<file path="src/pci_win_pkg.sv">
// package: register map, field layout, reset values and state record of the target window
package pci_win_pkg;
  // register byte offsets on the apb port
  localparam logic [11:0] CTL_OFS = 12'h500; // target_window_control
  localparam logic [11:0] XLAT_OFS = 12'h504; // target_window_translation
  localparam logic [11:0] BASE_OFS = 12'h600; // window_base_register
  localparam logic [11:0] SHELL_OFS = 12'h604; // message_shell_enable holder

  // control, translation and shell register field positions
  localparam int IMAGE_DECODE_ENABLE_BIT = 31;
  localparam int XLAT_EN_BIT = 30;
  localparam int BAR_EN_BIT = 29;
  localparam int SIZE_LSB = 24;
  localparam int RTYPE_LSB = 16;
  localparam int GLOBAL_BIT = 15;
  localparam int INHIBIT_BIT = 14;
  localparam int WTYPE_LSB = 8;
  localparam int RETAIN_BIT = 7;
  localparam int ORDER_LSB = 4;
  localparam int ALIAS_BIT = 3;
  localparam int PFLEN_LSB = 0;
  localparam int TRANSLATED_UPPER_ADDR_LSB = 16; // translation field, also base field position
  localparam int SHELL_EN_BIT = 0;

  // reset values
  localparam logic [4:0] RTYPE_RST = 5'h0a; // read
  localparam logic [4:0] WTYPE_RST = 5'h02; // write with flush
  localparam logic [1:0] ORDER_RST = 2'h2; // big-endian
  localparam logic [3:0] SIZE_RST = 4'h0;
  localparam logic [15:0] TRANSLATED_UPPER_ADDR_RST = 16'h0000;

  // window geometry
  localparam int WIN_MIN_BITS = 16; // 64 KB smallest window
  localparam int SHELL_BITS = 12; // lowest 4 KB is the message shell
  localparam logic [7:0] PF_SHELL_BYTES = 8'h08; // fixed fetch for shell and plain reads
  localparam logic [31:0] DWORD_STEP = 32'h0000_0004;

  // all state of the top module
  typedef struct packed {
    logic image_en;
    logic xlat_en;
    logic bar_en;
    logic [3:0] size_code;
    logic [4:0] read_type;
    logic global_ctl;
    logic inhibit_ctl;
    logic [4:0] write_type;
    logic retain_en;
    logic [1:0] byte_order;
    logic alias_en;
    logic [2:0] pf_code;
    logic [15:0] translated_upper_addr;
    logic [15:0] base;
    logic base_written;
    logic shell_en;
    logic pready;
    logic [31:0] prdata;
    logic pslverr;
    logic claim;
    logic retry;
    logic lb_req;
    logic lb_write;
    logic [31:0] lb_addr;
    logic [4:0] lb_type;
    logic glob_n;
    logic inh_n;
    logic [7:0] pf_bytes;
    logic [1:0] lb_order;
    logic lb_retained;
    logic lb_shell;
    logic ret_valid;
    logic [31:0] ret_next;
    logic [31:0] ret_end;
  } win_state_t;
endpackage : pci_win_pkg

</file>
<file path="src/win_dec_if.sv">
// interface: window decode request and result between control and decoder
`timescale 1ns/1ps
`default_nettype none
interface win_dec_if;
  logic [31:0] addr; // incoming pci address
  logic [15:0] base; // window base, upper half
  logic [3:0] size_code; // window size code
  logic xlat_en; // substitution on
  logic [15:0] translated_upper_addr; // substitute upper bits
  logic hit; // address inside window
  logic shell; // inside lowest 4 KB of window
  logic [31:0] xaddr; // address as sent to the local bus
  logic [15:0] mask; // compared upper bits

  modport cfg (output addr, base, size_code, xlat_en, translated_upper_addr, input hit, shell, xaddr, mask);
  modport dec (input addr, base, size_code, xlat_en, translated_upper_addr, output hit, shell, xaddr, mask);
endinterface : win_dec_if
`default_nettype wire

</file>
<file path="src/win_decode.sv">
// module: combinational window compare, shell detect and upper address substitution
`timescale 1ns/1ps
`default_nettype none
module win_decode (
  // decode channel
  win_dec_if.dec d
);
  // mask of compared bits 31 down to 16 plus size code
  always_comb begin
    d.mask = 16'hffff << d.size_code;
    d.hit = ((d.addr[31:16] ^ d.base) & d.mask) == 16'h0000;
    // offset inside window below 4 KB is the shell area
    d.shell = ((d.addr[31:16] & ~d.mask) == 16'h0000) &&
              (d.addr[15:pci_win_pkg::SHELL_BITS] == 4'h0);
    // substitution replaces only the compared bits
    if (d.xlat_en) begin
      d.xaddr = {(d.addr[31:16] & ~d.mask) | (d.translated_upper_addr & d.mask), d.addr[15:0]};
    end else begin
      d.xaddr = d.addr;
    end
  end
endmodule : win_decode
`default_nettype wire

</file>
<file path="src/pci_target_window_ctl.sv">
// module: pci target window control with apb register file and local bus request
`timescale 1ns/1ps
`default_nettype none
module pci_target_window_ctl (
  // clock and reset
  input wire logic i_sys_clk,
  input wire logic i_srst,
  // eeprom strap values, used during reset
  input wire logic i_eeprom_load,
  input wire logic i_eeprom_bar_en,
  input wire logic [3:0] i_eeprom_size_code,
  // apb slave
  input wire logic i_psel,
  input wire logic i_penable,
  input wire logic i_pwrite,
  input wire logic [11:0] i_paddr,
  input wire logic [31:0] i_pwdata,
  output logic [31:0] o_prdata,
  output logic o_pready,
  output logic o_pslverr,
  // pci memory request, one-cycle pulse
  input wire logic i_pci_req,
  input wire logic [31:0] i_pci_addr,
  input wire logic i_pci_write,
  input wire logic i_pci_read_multiple,
  output logic o_pci_claim,
  output logic o_pci_retry,
  // local bus request
  output logic o_lb_req,
  output logic o_lb_write,
  output logic [31:0] o_lb_addr,
  output logic [4:0] o_local_bus_xfer_type,
  output logic o_local_global_n,
  output logic o_local_inhibit_n,
  output logic [7:0] o_lb_prefetch_bytes,
  output logic [1:0] o_lb_byte_order,
  output logic o_lb_retained,
  output logic o_lb_shell
);
  pci_win_pkg::win_state_t s_r; // registered state
  pci_win_pkg::win_state_t s_nxt; // next state
  win_dec_if dec_if ();
  logic apb_first; // first access cycle, answer being prepared
  logic apb_done; // completion edge, write takes effect
  logic [31:0] ctl_word; // assembled control register
  logic [31:0] base_word; // visible base register
  logic [15:0] base_wr; // written base after size masking
  logic win_sel; // request decoded by the window
  logic rd_hit; // read served from retained data
  logic [7:0] pf_amt; // read prefetch amount, programmed only for read multiple or alias, else 8 bytes

  // prefetch code to bytes; reserved codes fall back to the smallest fetch
  function automatic logic [7:0] pf_bytes_of(input logic [2:0] code);
    logic [7:0] b;
    b = pci_win_pkg::PF_SHELL_BYTES;
    if (code <= 3'h4) begin
      b = pci_win_pkg::PF_SHELL_BYTES << code;
    end
    return b;
  endfunction : pf_bytes_of

  // decoder is fed straight from stored settings
  assign dec_if.addr = i_pci_addr;
  assign dec_if.base = s_r.base;
  assign dec_if.size_code = s_r.size_code;
  assign dec_if.xlat_en = s_r.xlat_en;
  assign dec_if.translated_upper_addr = s_r.translated_upper_addr;

  win_decode u_dec (
    .d (dec_if.dec)
  );

  // register views and request qualifiers
  always_comb begin
    ctl_word = 32'h0000_0000;
    ctl_word[pci_win_pkg::IMAGE_DECODE_ENABLE_BIT] = s_r.image_en;
    ctl_word[pci_win_pkg::XLAT_EN_BIT] = s_r.xlat_en;
    ctl_word[pci_win_pkg::BAR_EN_BIT] = s_r.bar_en;
    ctl_word[pci_win_pkg::SIZE_LSB +: 4] = s_r.size_code;
    ctl_word[pci_win_pkg::RTYPE_LSB +: 5] = s_r.read_type;
    ctl_word[pci_win_pkg::GLOBAL_BIT] = s_r.global_ctl;
    ctl_word[pci_win_pkg::INHIBIT_BIT] = s_r.inhibit_ctl;
    ctl_word[pci_win_pkg::WTYPE_LSB +: 5] = s_r.write_type;
    ctl_word[pci_win_pkg::RETAIN_BIT] = s_r.retain_en;
    ctl_word[pci_win_pkg::ORDER_LSB +: 2] = s_r.byte_order;
    ctl_word[pci_win_pkg::ALIAS_BIT] = s_r.alias_en;
    ctl_word[pci_win_pkg::PFLEN_LSB +: 3] = s_r.pf_code;
    // hidden base reads as zero
    base_word = s_r.bar_en ? {s_r.base, 16'h0000} : 32'h0000_0000;
    // bits below the window size stay zero, as a sizing probe expects
    base_wr = i_pwdata[pci_win_pkg::TRANSLATED_UPPER_ADDR_LSB +: 16] & dec_if.mask;
    apb_first = i_psel && i_penable && !s_r.pready;
    apb_done = i_psel && i_penable && s_r.pready;
    win_sel = i_pci_req && s_r.image_en && s_r.bar_en && dec_if.hit;
    pf_amt = (i_pci_read_multiple || s_r.alias_en) ?
             pf_bytes_of(s_r.pf_code) : pci_win_pkg::PF_SHELL_BYTES;
    // sequential read inside what was fetched before
    rd_hit = !i_pci_write && !dec_if.shell && s_r.retain_en && s_r.ret_valid &&
             (i_pci_addr == s_r.ret_next) && (i_pci_addr < s_r.ret_end);
  end

  // next state: apb slave, control writes and request forwarding
  always_comb begin
    s_nxt = s_r;
    // pulses last one cycle
    s_nxt.claim = 1'b0;
    s_nxt.retry = 1'b0;
    s_nxt.lb_req = 1'b0;
    s_nxt.lb_retained = 1'b0;
    s_nxt.pready = 1'b0;
    s_nxt.pslverr = 1'b0;
    // answer is built one cycle into the access phase
    if (apb_first) begin
      s_nxt.pready = 1'b1;
      s_nxt.prdata = 32'h0000_0000;
      case (i_paddr)
        pci_win_pkg::CTL_OFS: begin
          s_nxt.prdata = ctl_word;
        end
        pci_win_pkg::XLAT_OFS: begin
          s_nxt.prdata = {s_r.translated_upper_addr, 16'h0000};
        end
        pci_win_pkg::BASE_OFS: begin
          s_nxt.prdata = base_word;
        end
        pci_win_pkg::SHELL_OFS: begin
          s_nxt.prdata = {31'h0000_0000, s_r.shell_en};
        end
        default: begin
          s_nxt.pslverr = 1'b1; // unmapped address
        end
      endcase
    end
    // writes land at the edge the master samples pready
    if (apb_done && i_pwrite) begin
      case (i_paddr)
        pci_win_pkg::CTL_OFS: begin
          s_nxt.image_en = i_pwdata[pci_win_pkg::IMAGE_DECODE_ENABLE_BIT];
          s_nxt.xlat_en = i_pwdata[pci_win_pkg::XLAT_EN_BIT];
          s_nxt.bar_en = i_pwdata[pci_win_pkg::BAR_EN_BIT];
          s_nxt.size_code = i_pwdata[pci_win_pkg::SIZE_LSB +: 4];
          s_nxt.read_type = i_pwdata[pci_win_pkg::RTYPE_LSB +: 5];
          s_nxt.global_ctl = i_pwdata[pci_win_pkg::GLOBAL_BIT];
          s_nxt.inhibit_ctl = i_pwdata[pci_win_pkg::INHIBIT_BIT];
          s_nxt.write_type = i_pwdata[pci_win_pkg::WTYPE_LSB +: 5];
          s_nxt.retain_en = i_pwdata[pci_win_pkg::RETAIN_BIT];
          s_nxt.byte_order = i_pwdata[pci_win_pkg::ORDER_LSB +: 2];
          s_nxt.alias_en = i_pwdata[pci_win_pkg::ALIAS_BIT];
          s_nxt.pf_code = i_pwdata[pci_win_pkg::PFLEN_LSB +: 3];
        end
        pci_win_pkg::XLAT_OFS: begin
          s_nxt.translated_upper_addr = i_pwdata[pci_win_pkg::TRANSLATED_UPPER_ADDR_LSB +: 16];
        end
        pci_win_pkg::BASE_OFS: begin
          // frozen while hidden
          if (s_r.bar_en) begin
            s_nxt.base = base_wr;
            s_nxt.base_written = 1'b1;
            if (base_wr == 16'h0000) begin
              s_nxt.image_en = 1'b0;
            end else if (!s_r.base_written) begin
              s_nxt.image_en = 1'b1;
            end
          end
        end
        pci_win_pkg::SHELL_OFS: begin
          s_nxt.shell_en = i_pwdata[pci_win_pkg::SHELL_EN_BIT];
        end
        default: begin
          s_nxt.prdata = s_r.prdata; // unmapped write is dropped
        end
      endcase
    end
    // pci side: retry while shell is off, else claim and forward
    if (win_sel) begin
      if (!s_r.shell_en) begin
        s_nxt.retry = 1'b1;
      end else begin
        s_nxt.claim = 1'b1;
        s_nxt.lb_write = i_pci_write;
        s_nxt.lb_shell = dec_if.shell;
        s_nxt.lb_type = i_pci_write ? s_r.write_type : s_r.read_type;
        s_nxt.glob_n = s_r.global_ctl;
        s_nxt.inh_n = s_r.inhibit_ctl;
        if (dec_if.shell) begin
          // shell path uses raw address, fixed fetch size and byte order
          s_nxt.lb_addr = i_pci_addr;
          s_nxt.pf_bytes = pci_win_pkg::PF_SHELL_BYTES;
          s_nxt.lb_order = pci_win_pkg::ORDER_RST;
        end else begin
          s_nxt.lb_addr = dec_if.xaddr;
          s_nxt.pf_bytes = i_pci_write ? pci_win_pkg::PF_SHELL_BYTES : pf_amt;
          s_nxt.lb_order = s_r.byte_order;
        end
        if (rd_hit) begin
          // no new fetch; retained data answers
          s_nxt.lb_retained = 1'b1;
          s_nxt.ret_next = s_r.ret_next + pci_win_pkg::DWORD_STEP;
        end else begin
          s_nxt.lb_req = 1'b1;
          if (!i_pci_write) begin
            // any other read discards what was kept
            s_nxt.ret_valid = s_r.retain_en && !dec_if.shell;
            s_nxt.ret_next = i_pci_addr + pci_win_pkg::DWORD_STEP;
            s_nxt.ret_end = i_pci_addr + {24'h00_0000, pf_amt};
          end
        end
      end
    end
    // reset values, eeprom straps caught while reset is held
    if (i_srst) begin
      s_nxt = '0;
      s_nxt.bar_en = i_eeprom_load ? i_eeprom_bar_en : 1'b0;
      s_nxt.size_code = i_eeprom_load ? i_eeprom_size_code : pci_win_pkg::SIZE_RST;
      s_nxt.read_type = pci_win_pkg::RTYPE_RST;
      s_nxt.write_type = pci_win_pkg::WTYPE_RST;
      s_nxt.byte_order = pci_win_pkg::ORDER_RST;
      s_nxt.translated_upper_addr = pci_win_pkg::TRANSLATED_UPPER_ADDR_RST;
      s_nxt.lb_type = pci_win_pkg::RTYPE_RST;
      s_nxt.lb_order = pci_win_pkg::ORDER_RST;
      s_nxt.pf_bytes = pci_win_pkg::PF_SHELL_BYTES;
    end
  end

  // single state register; reset is folded into the next-state logic
  always_ff @(posedge i_sys_clk) begin
    s_r <= s_nxt;
  end

  // outputs come straight from the state register
  assign o_prdata = s_r.prdata;
  assign o_pready = s_r.pready;
  assign o_pslverr = s_r.pslverr;
  assign o_pci_claim = s_r.claim;
  assign o_pci_retry = s_r.retry;
  assign o_lb_req = s_r.lb_req;
  assign o_lb_write = s_r.lb_write;
  assign o_lb_addr = s_r.lb_addr;
  assign o_local_bus_xfer_type = s_r.lb_type;
  assign o_local_global_n = s_r.glob_n;
  assign o_local_inhibit_n = s_r.inh_n;
  assign o_lb_prefetch_bytes = s_r.pf_bytes;
  assign o_lb_byte_order = s_r.lb_order;
  assign o_lb_retained = s_r.lb_retained;
  assign o_lb_shell = s_r.lb_shell;
endmodule : pci_target_window_ctl
`default_nettype wire

</file>
<file path="config.mk">
export PLATFORM = sky130hd
export DESIGN_NAME = pci_target_window_ctl
export DESIGN_NICKNAME = d
export VERILOG_FILES = /design/src/pci_win_pkg.sv /design/src/win_dec_if.sv /design/src/win_decode.sv /design/src/pci_target_window_ctl.sv
export SDC_FILE = /design/constraint.sdc
export NUM_CORES = 1
export LEC_CHECK = 0
export BUFFER_PORTS_ARGS = -buffer_cell sky130_fd_sc_hd__clkbuf_2
export CAP_MARGIN = 20
export CORE_ASPECT_RATIO = 2
export CORE_MARGIN = 4
export CORE_UTILIZATION = 45
export DETAILED_ROUTE_END_ITERATION = 8
export MAX_ROUTING_LAYER = met4
export PLACE_DENSITY = 0.65
export SYNTH_ARGS = -nofsm -noshare
export SYNTH_HDL_FRONTEND = slang
export SYNTH_SLANG_ARGS = --single-unit
export TNS_END_PERCENT = 20
</file>
<file path="constraint.sdc">
create_clock -name i_sys_clk -period 6.5 [get_ports i_sys_clk]
set_clock_uncertainty 0.05 [all_clocks]
set_input_delay 0 -clock i_sys_clk [delete_from_list [all_inputs] [get_ports i_sys_clk]]
set_output_delay 0 -clock i_sys_clk [all_outputs]
set_load 0.01 [all_outputs]
</file>
# Word-level counts from Yosys, hierarchy flattened
# Cells that the tools add are included.
[totals] wordCells=136 in_bits=90 regBits=214
[op_classes] bitwise_logic=12 n_addsub=3 n_eq_ne=9 n_mux=36 order_cmp=2 reduce_logical=38 shift=2
[op_table] op="32-bit 2-to-1 mux" n=7
[op_table] op="212-bit 2-to-1 mux" n=1
[op_table] op="32-bit one-hot mux with 4 select lines" n=1
[op_table] op="120-bit 2-to-1 mux" n=1
[op_table] op="118-bit 2-to-1 mux" n=1
[op_table] op="65-bit 2-to-1 mux" n=1
[op_table] op="32-bit by 3-bit adder with 32-bit output (second input constant)" n=2
[op_table] op="16-bit AND" n=4
[op_table] op="58-bit 2-to-1 mux" n=1
[op_table] op="12-bit by 11-bit equality test with 1-bit output (second input constant)" n=4
[op_table] op="16-bit logical NOT" n=3
[op_table] op="17-bit 2-to-1 mux" n=2
[op_table] op="34-bit 2-to-1 mux" n=1
[op_table] op="32-bit by 8-bit adder with 32-bit output" n=1
[op_table] op="32-bit equality test" n=1
[op_table] op="32-bit < comparator" n=1
[op_table] op="24-bit 2-to-1 mux" n=1
[op_table] op="8-bit 2-to-1 mux" n=3
[op_table] op="16-bit 2-to-1 mux" n=1
[op_table] op="16-bit NOT" n=1
[op_table] op="16-bit bitwise OR" n=1
[op_table] op="16-bit by 4-bit << shifter with 16-bit output (first input constant)" n=1
[op_table] op="16-bit XOR" n=1
[op_table] op="1-bit logical AND" n=14
[op_table] op="21 further kinds" n=47

# Longest topological paths before layout
[depth] depth_word=15 ltp_mapped=16

# Cells and area by module
# From an unflattened synthesis, not the netlist that was laid out.
[hier_totals] cells_unflattened=1603 hier_area_um2=12872.3
[modules_own_cells] mod="pci_target_window_ctl" instances=1 cells_per_inst=1475 area_each_um2=11954.0
[modules_own_cells] mod="win_decode" instances=1 cells_per_inst=128 area_each_um2=918.4

# Worst setup path after synthesis
# OpenSTA, ideal clock, no wires.
[synth_path] kind="register to register" from="register s_r, in the netlist ctl_word[0]" to="register s_r[25] in the netlist's numbering" synth_period_minus_slack_ps=3304 path_stages_with_launch=17 n_path_buf=2 setup_ps=79 arrival_time_ps=3175 slack_ps=3196 path_cell_list="dfxtp_1 > or2_2 > ha_1 > nor3_1 > nand2_1 > nor2_1 > fa_1 > a21o_1 > a21oi_1 > o21ai_0 > and2_1 > clkbuf_1 > and4_1 > clkbuf_1 > nand3_1 > xor2_1 > a211oi_2"
[synth_between] elab_chain_cells=4 elab_cells_between_ends=5
[synth_rtl] element="start, declared" line_no="pci_target_window_ctl.sv:40" source="pci_win_pkg::win_state_t s_r;"
[synth_rtl] element="start signal, assigned" line_no="pci_target_window_ctl.sv:227" source="s_r <= s_nxt;"
[synth_rtl] element="3-bit <= comparator / 4-bit by 3-bit << shifter with 8-bit output (equally long branches)" line_no="pci_target_window_ctl.sv:56, pci_target_window_ctl.sv:57"
[synth_rtl] element="8-bit 2-to-1 mux (*)" line_no="pci_target_window_ctl.sv:56" source="if (code <= 3'h4) begin"
[synth_rtl] element="8-bit 2-to-1 mux (*)" line_no="pci_target_window_ctl.sv:95" source="pf_amt = (i_pci_read_multiple || s_r.alias_en) ?"
[synth_rtl] element="32-bit by 8-bit adder with 32-bit output (*)" line_no="pci_target_window_ctl.sv:205" source="s_nxt.ret_end = i_pci_addr + {24'h00_0000, pf_amt};"
# Mark *: on every way between the ends. The rest lies on a longest branch, timed or not.
# A chain may end at the register's enable or synchronous reset.

# Final worst setup path
[layout_path] from="register s_r, in the netlist dec_if.size_code[1]" to="register s_r[20] in the netlist's numbering"
[layout_between] elab_chain_cells=13 elab_cells_between_ends=16
[layout_rtl] element="16-bit by 4-bit << shifter with 16-bit output (*)" line_no="win_decode.sv:10" source="d.mask = 16'hffff << d.size_code;"
[layout_rtl] element="16-bit NOT" line_no="win_decode.sv:13" source="d.shell = ((d.addr[31:16] & ~d.mask) == 16'h0000) &&"
[layout_rtl] element="16-bit AND" line_no="win_decode.sv:13"
[layout_rtl] element="16-bit logical NOT" line_no="win_decode.sv:13"
[layout_rtl] element="1-bit logical AND" line_no="win_decode.sv:13"
[layout_rtl] element="1-bit logical NOT" line_no="pci_target_window_ctl.sv:98" source="rd_hit = !i_pci_write && !dec_if.shell && s_r.retain_en && s_r.ret_valid &&"
[layout_rtl] element="1-bit logical AND (4 in a row)" line_no="pci_target_window_ctl.sv:98"
[layout_rtl] element="1-bit logical AND" line_no="pci_target_window_ctl.sv:99" source="(i_pci_addr == s_r.ret_next) && (i_pci_addr < s_r.ret_end);"
[layout_rtl] element="1-bit NOT (no source line)"
[layout_rtl] element="4-bit AND reduction (no source line) (*)"
# Marked as above.

==> results.ini <==
[yosys]
yosys_warnings = 0
synth_seq_cells = 209
synthCells = 1513
synth_flop_cell = dfxtp_1
synth_area_um2 = 12300
synthArstFlopShare_pct = 0
yosysTopAreaCell = dfxtp_1
synthTopCellsByArea = dfxtp_1 33%, mux2i_1 5.5%, buf_4 5.3%, nor2_1 5.1%, nand2_1 5.0%
synth_common_cells = 204 x dfxtp_1, 167 x nor2_1, 165 x nand2_1, 102 x a21oi_1, 86 x buf_4
synth_top_area_share_pct = 33.2
syn_avg_cell_area_um2 = 8.13
synth_edf_count = 5
ys_seq_area_share_pct = 34.4
yosysMostFrequentCell = dfxtp_1
ys_types = 74

[placement]
gp_congestion = 0.959
port_buffers = 171
dp_hpwl_um = 27400

[critical_path]
worstPathRequired_ns = 6.88
start_kind = flop
critPathMaxStageDelay_ns = 0.81
critPathArrivalTime_ns = 4.81
r2r-end = s_r[20]
r2r_cells = 8
crit_fanout = 57
rr_startpoint = dec_if.size_code[1]
critical_path_buf_inv_count = 0
cp_slowest_cell = and2_2
cp-end-kind = flop
worstPathCellList = maj3_1 -> o221a_2 -> nor4_1 -> a221o_1 -> or4b_4 -> and2_2 -> nor2_1 -> a211oi_1
cpLargestDelayFamily = simple AND/OR/NAND/NOR gates
critPathKind = reg2reg
r2r_setup_slack_ns = 2.08

[timing]
slew_headroom_pct = 22.9
fin_crit_sh_pct = 68.1
fin_tns_setup_ns = 0
maxSlewViolCount = 0
rsz0062_at_grt = no
max_slew.worst_pin.slew_ns = 1.15
max_freq_mhz = 226
setup_violations = 0
hold_viol = 0
fin_crit_ns = 4.42
hold_slack_ns = 0.0180

[routing]
wl_per_cell_um = 19.5
drtPass1Iterations = 5
vias_per_cell = 5.68
drc = 0
num_vias = 11200
drt_iter0_drc = 764
ant_nets = 0
wl_um = 38400

[cts]
clock-root-buffer = clkbuf_16
cts_inserted_buffers = 20
clk_latency_ns = 0.52
cts_resized = 0
h-tree-depth = 1
clockBufferDepth = 3
cts_tree = yes
cts.sinks = 209
clkTransAtPathRegs_ns = 0.07

[floorplanning]
die_h_um = 242
dieArea_um2 = 30200
start_util_pct = 45.7
ioPinCount = 179
die_w_um = 125
core_um2 = 26900
rows = 85

[power_and_ir_drop]
comb_power_share_pct = 9.6
swShare_pct = 25.2
clkPwrFrac_pct = 45.6
p_per_area_nw_per_um2 = 208
p_int_w = 0.00219
p_leak_nw = 5.54
peakVddDrop_mv = 0.211
seqPwrFrac_pct = 44.8
p_sw_w = 0.000736
total_power_w = 0.00293

[min_path]
min_path_cells = 3
hold_path.startpoint = i_pci_addr[21]
whs_endpoint = s_r[21]
hold_path_class = in2reg

[global_routing]
grt_pass1_vias = 11000
grt_util_all_layers_pct = 25.1
grt_max_degree = 81
antenna_found_initial = 0
grt_overflow = 0
grt_pass1_wl_um = 60000

[status]
status = finished, final reports clean

[cells_and_area]
nets = 1736
layout-area-overhead-vs-synth_pct = 14.6
layout-drive-gt1-share_pct = 16.1
n_antenna_cell = 0

[job]
max_cap_violations = 0

## worst min-delay path, cell delays in order
cell and delay (ns):
clkbuf_2 0.23, xor2_1 0.22, a211oi_1 0.08
## power groups by stage
| stage | Clock (W) | Combinational [W] | Sequential [W] |
|---|---|---|---|
| 6_report | 0.00133 | 0.000282 | 0.00131 |
| 5_1_grt | 0.00140 | 0.000304 | 0.00131 |
| 4_1_cts | 0.00137 | 0.000280 | 0.00131 |
| 3_5_place_dp | 0 | 0.000247 | 0.00134 |
| 3_3_place_gp | 0 | 0.000243 | 0.00134 |
| 2_1_floorplan | 0 | 0.000172 | 0.00133 |
## registers in the layout (all words and copies together) (netlist names), 4 cells and up
| name | flops |
|---|---|
| o_local_bus_xfer_type | 5 |
| dec_if.size_code | 4 |
| o_lb_addr | 32 |
| dec_if.base | 16 |
| ctl_word | 21 |
| s_r | 67 |
| dec_if.translated_upper_addr | 16 |
| o_prdata | 30 |
| o_lb_prefetch_bytes | 5 |
## how the worst max path moves through the flow
stage                         from  endpoint  depth (start not counted)
6_report       dec_if.size_code[1]   s_r[20]                          8
5_1_grt        dec_if.size_code[1]   s_r[20]                          8
4_1_cts        dec_if.size_code[1]   s_r[30]                          8
3_5_place_dp   dec_if.size_code[1]   s_r[57]                          8
3_3_place_gp   dec_if.size_code[1]   s_r[57]                          8
2_1_floorplan          ctl_word[0]   s_r[25]                         16
## repair_timing
action / CTS / global route
buffers inserted: 0 / 0
endpoints found under the hold margin: 134 / 0
hold buffers: 71 / 0
## per-stage QoR
stage	area, um^2	util (%)	worst slack, ns	cells
2_1_floorplan	12300	-	3.20	1517
3_3_place_gp	12600	46.9	2.16	1859
3_5_place_dp	12600	46.9	2.09	1859
4_1_cts	14100	52.3	2.09	1966
5_1_grt	14100	52.3	1.82	1967
6_report	14100	52.3	2.08	1967
## cell type report
type	count	area, um^2
Fill cell	2535	12800
Timing Repair Buffer	255	1670
Clock buffer	25	561
Multi-Input combinational cell	1071	6820
Inverter	48	180
Sequential cell	209	4230
Clock inverter	11	185
Tap cell	348	435
## layer usage
metal  GRT usage [%]  wire length [um]  up-vias
li1                -                 -     5371
met1            25.2             13500     5241
met4            16.4              2840        0
met5               -                 0        -
met2            45.6             20300      401
met3            2.52              1740      158
## cells in the final DEF (no fill, tap or decap), types with 48 or more instances in the layout
cell type      netlist  routed
nor2_1             167     166
nand2_1            165     165
xnor2_1             52      52
mux2i_1             68      68
a21oi_1            102     102
clkbuf_2             0     170
inv_1               48      48
dlygate4sd3_1        0      71
xor2_1              52      52
nand3_1             50      50
dfxtp_1            204     204
## cells by family after synthesis
kind of cell | after synthesis | synth area share (%)
DFF | 209 | 34.4
and+or+nand+nor | 556 | 21.2
xor gates and xnor gates | 104 | 7.41
adders and majority gates | 42 | 4.31
other | 1 | 0.0305
AOI/OAI and AO/OA | 284 | 15.4
muxes | 80 | 6.63
buffers and inverters | 237 | 10.5
Note: power is estimated with default switching activity, not from simulation.
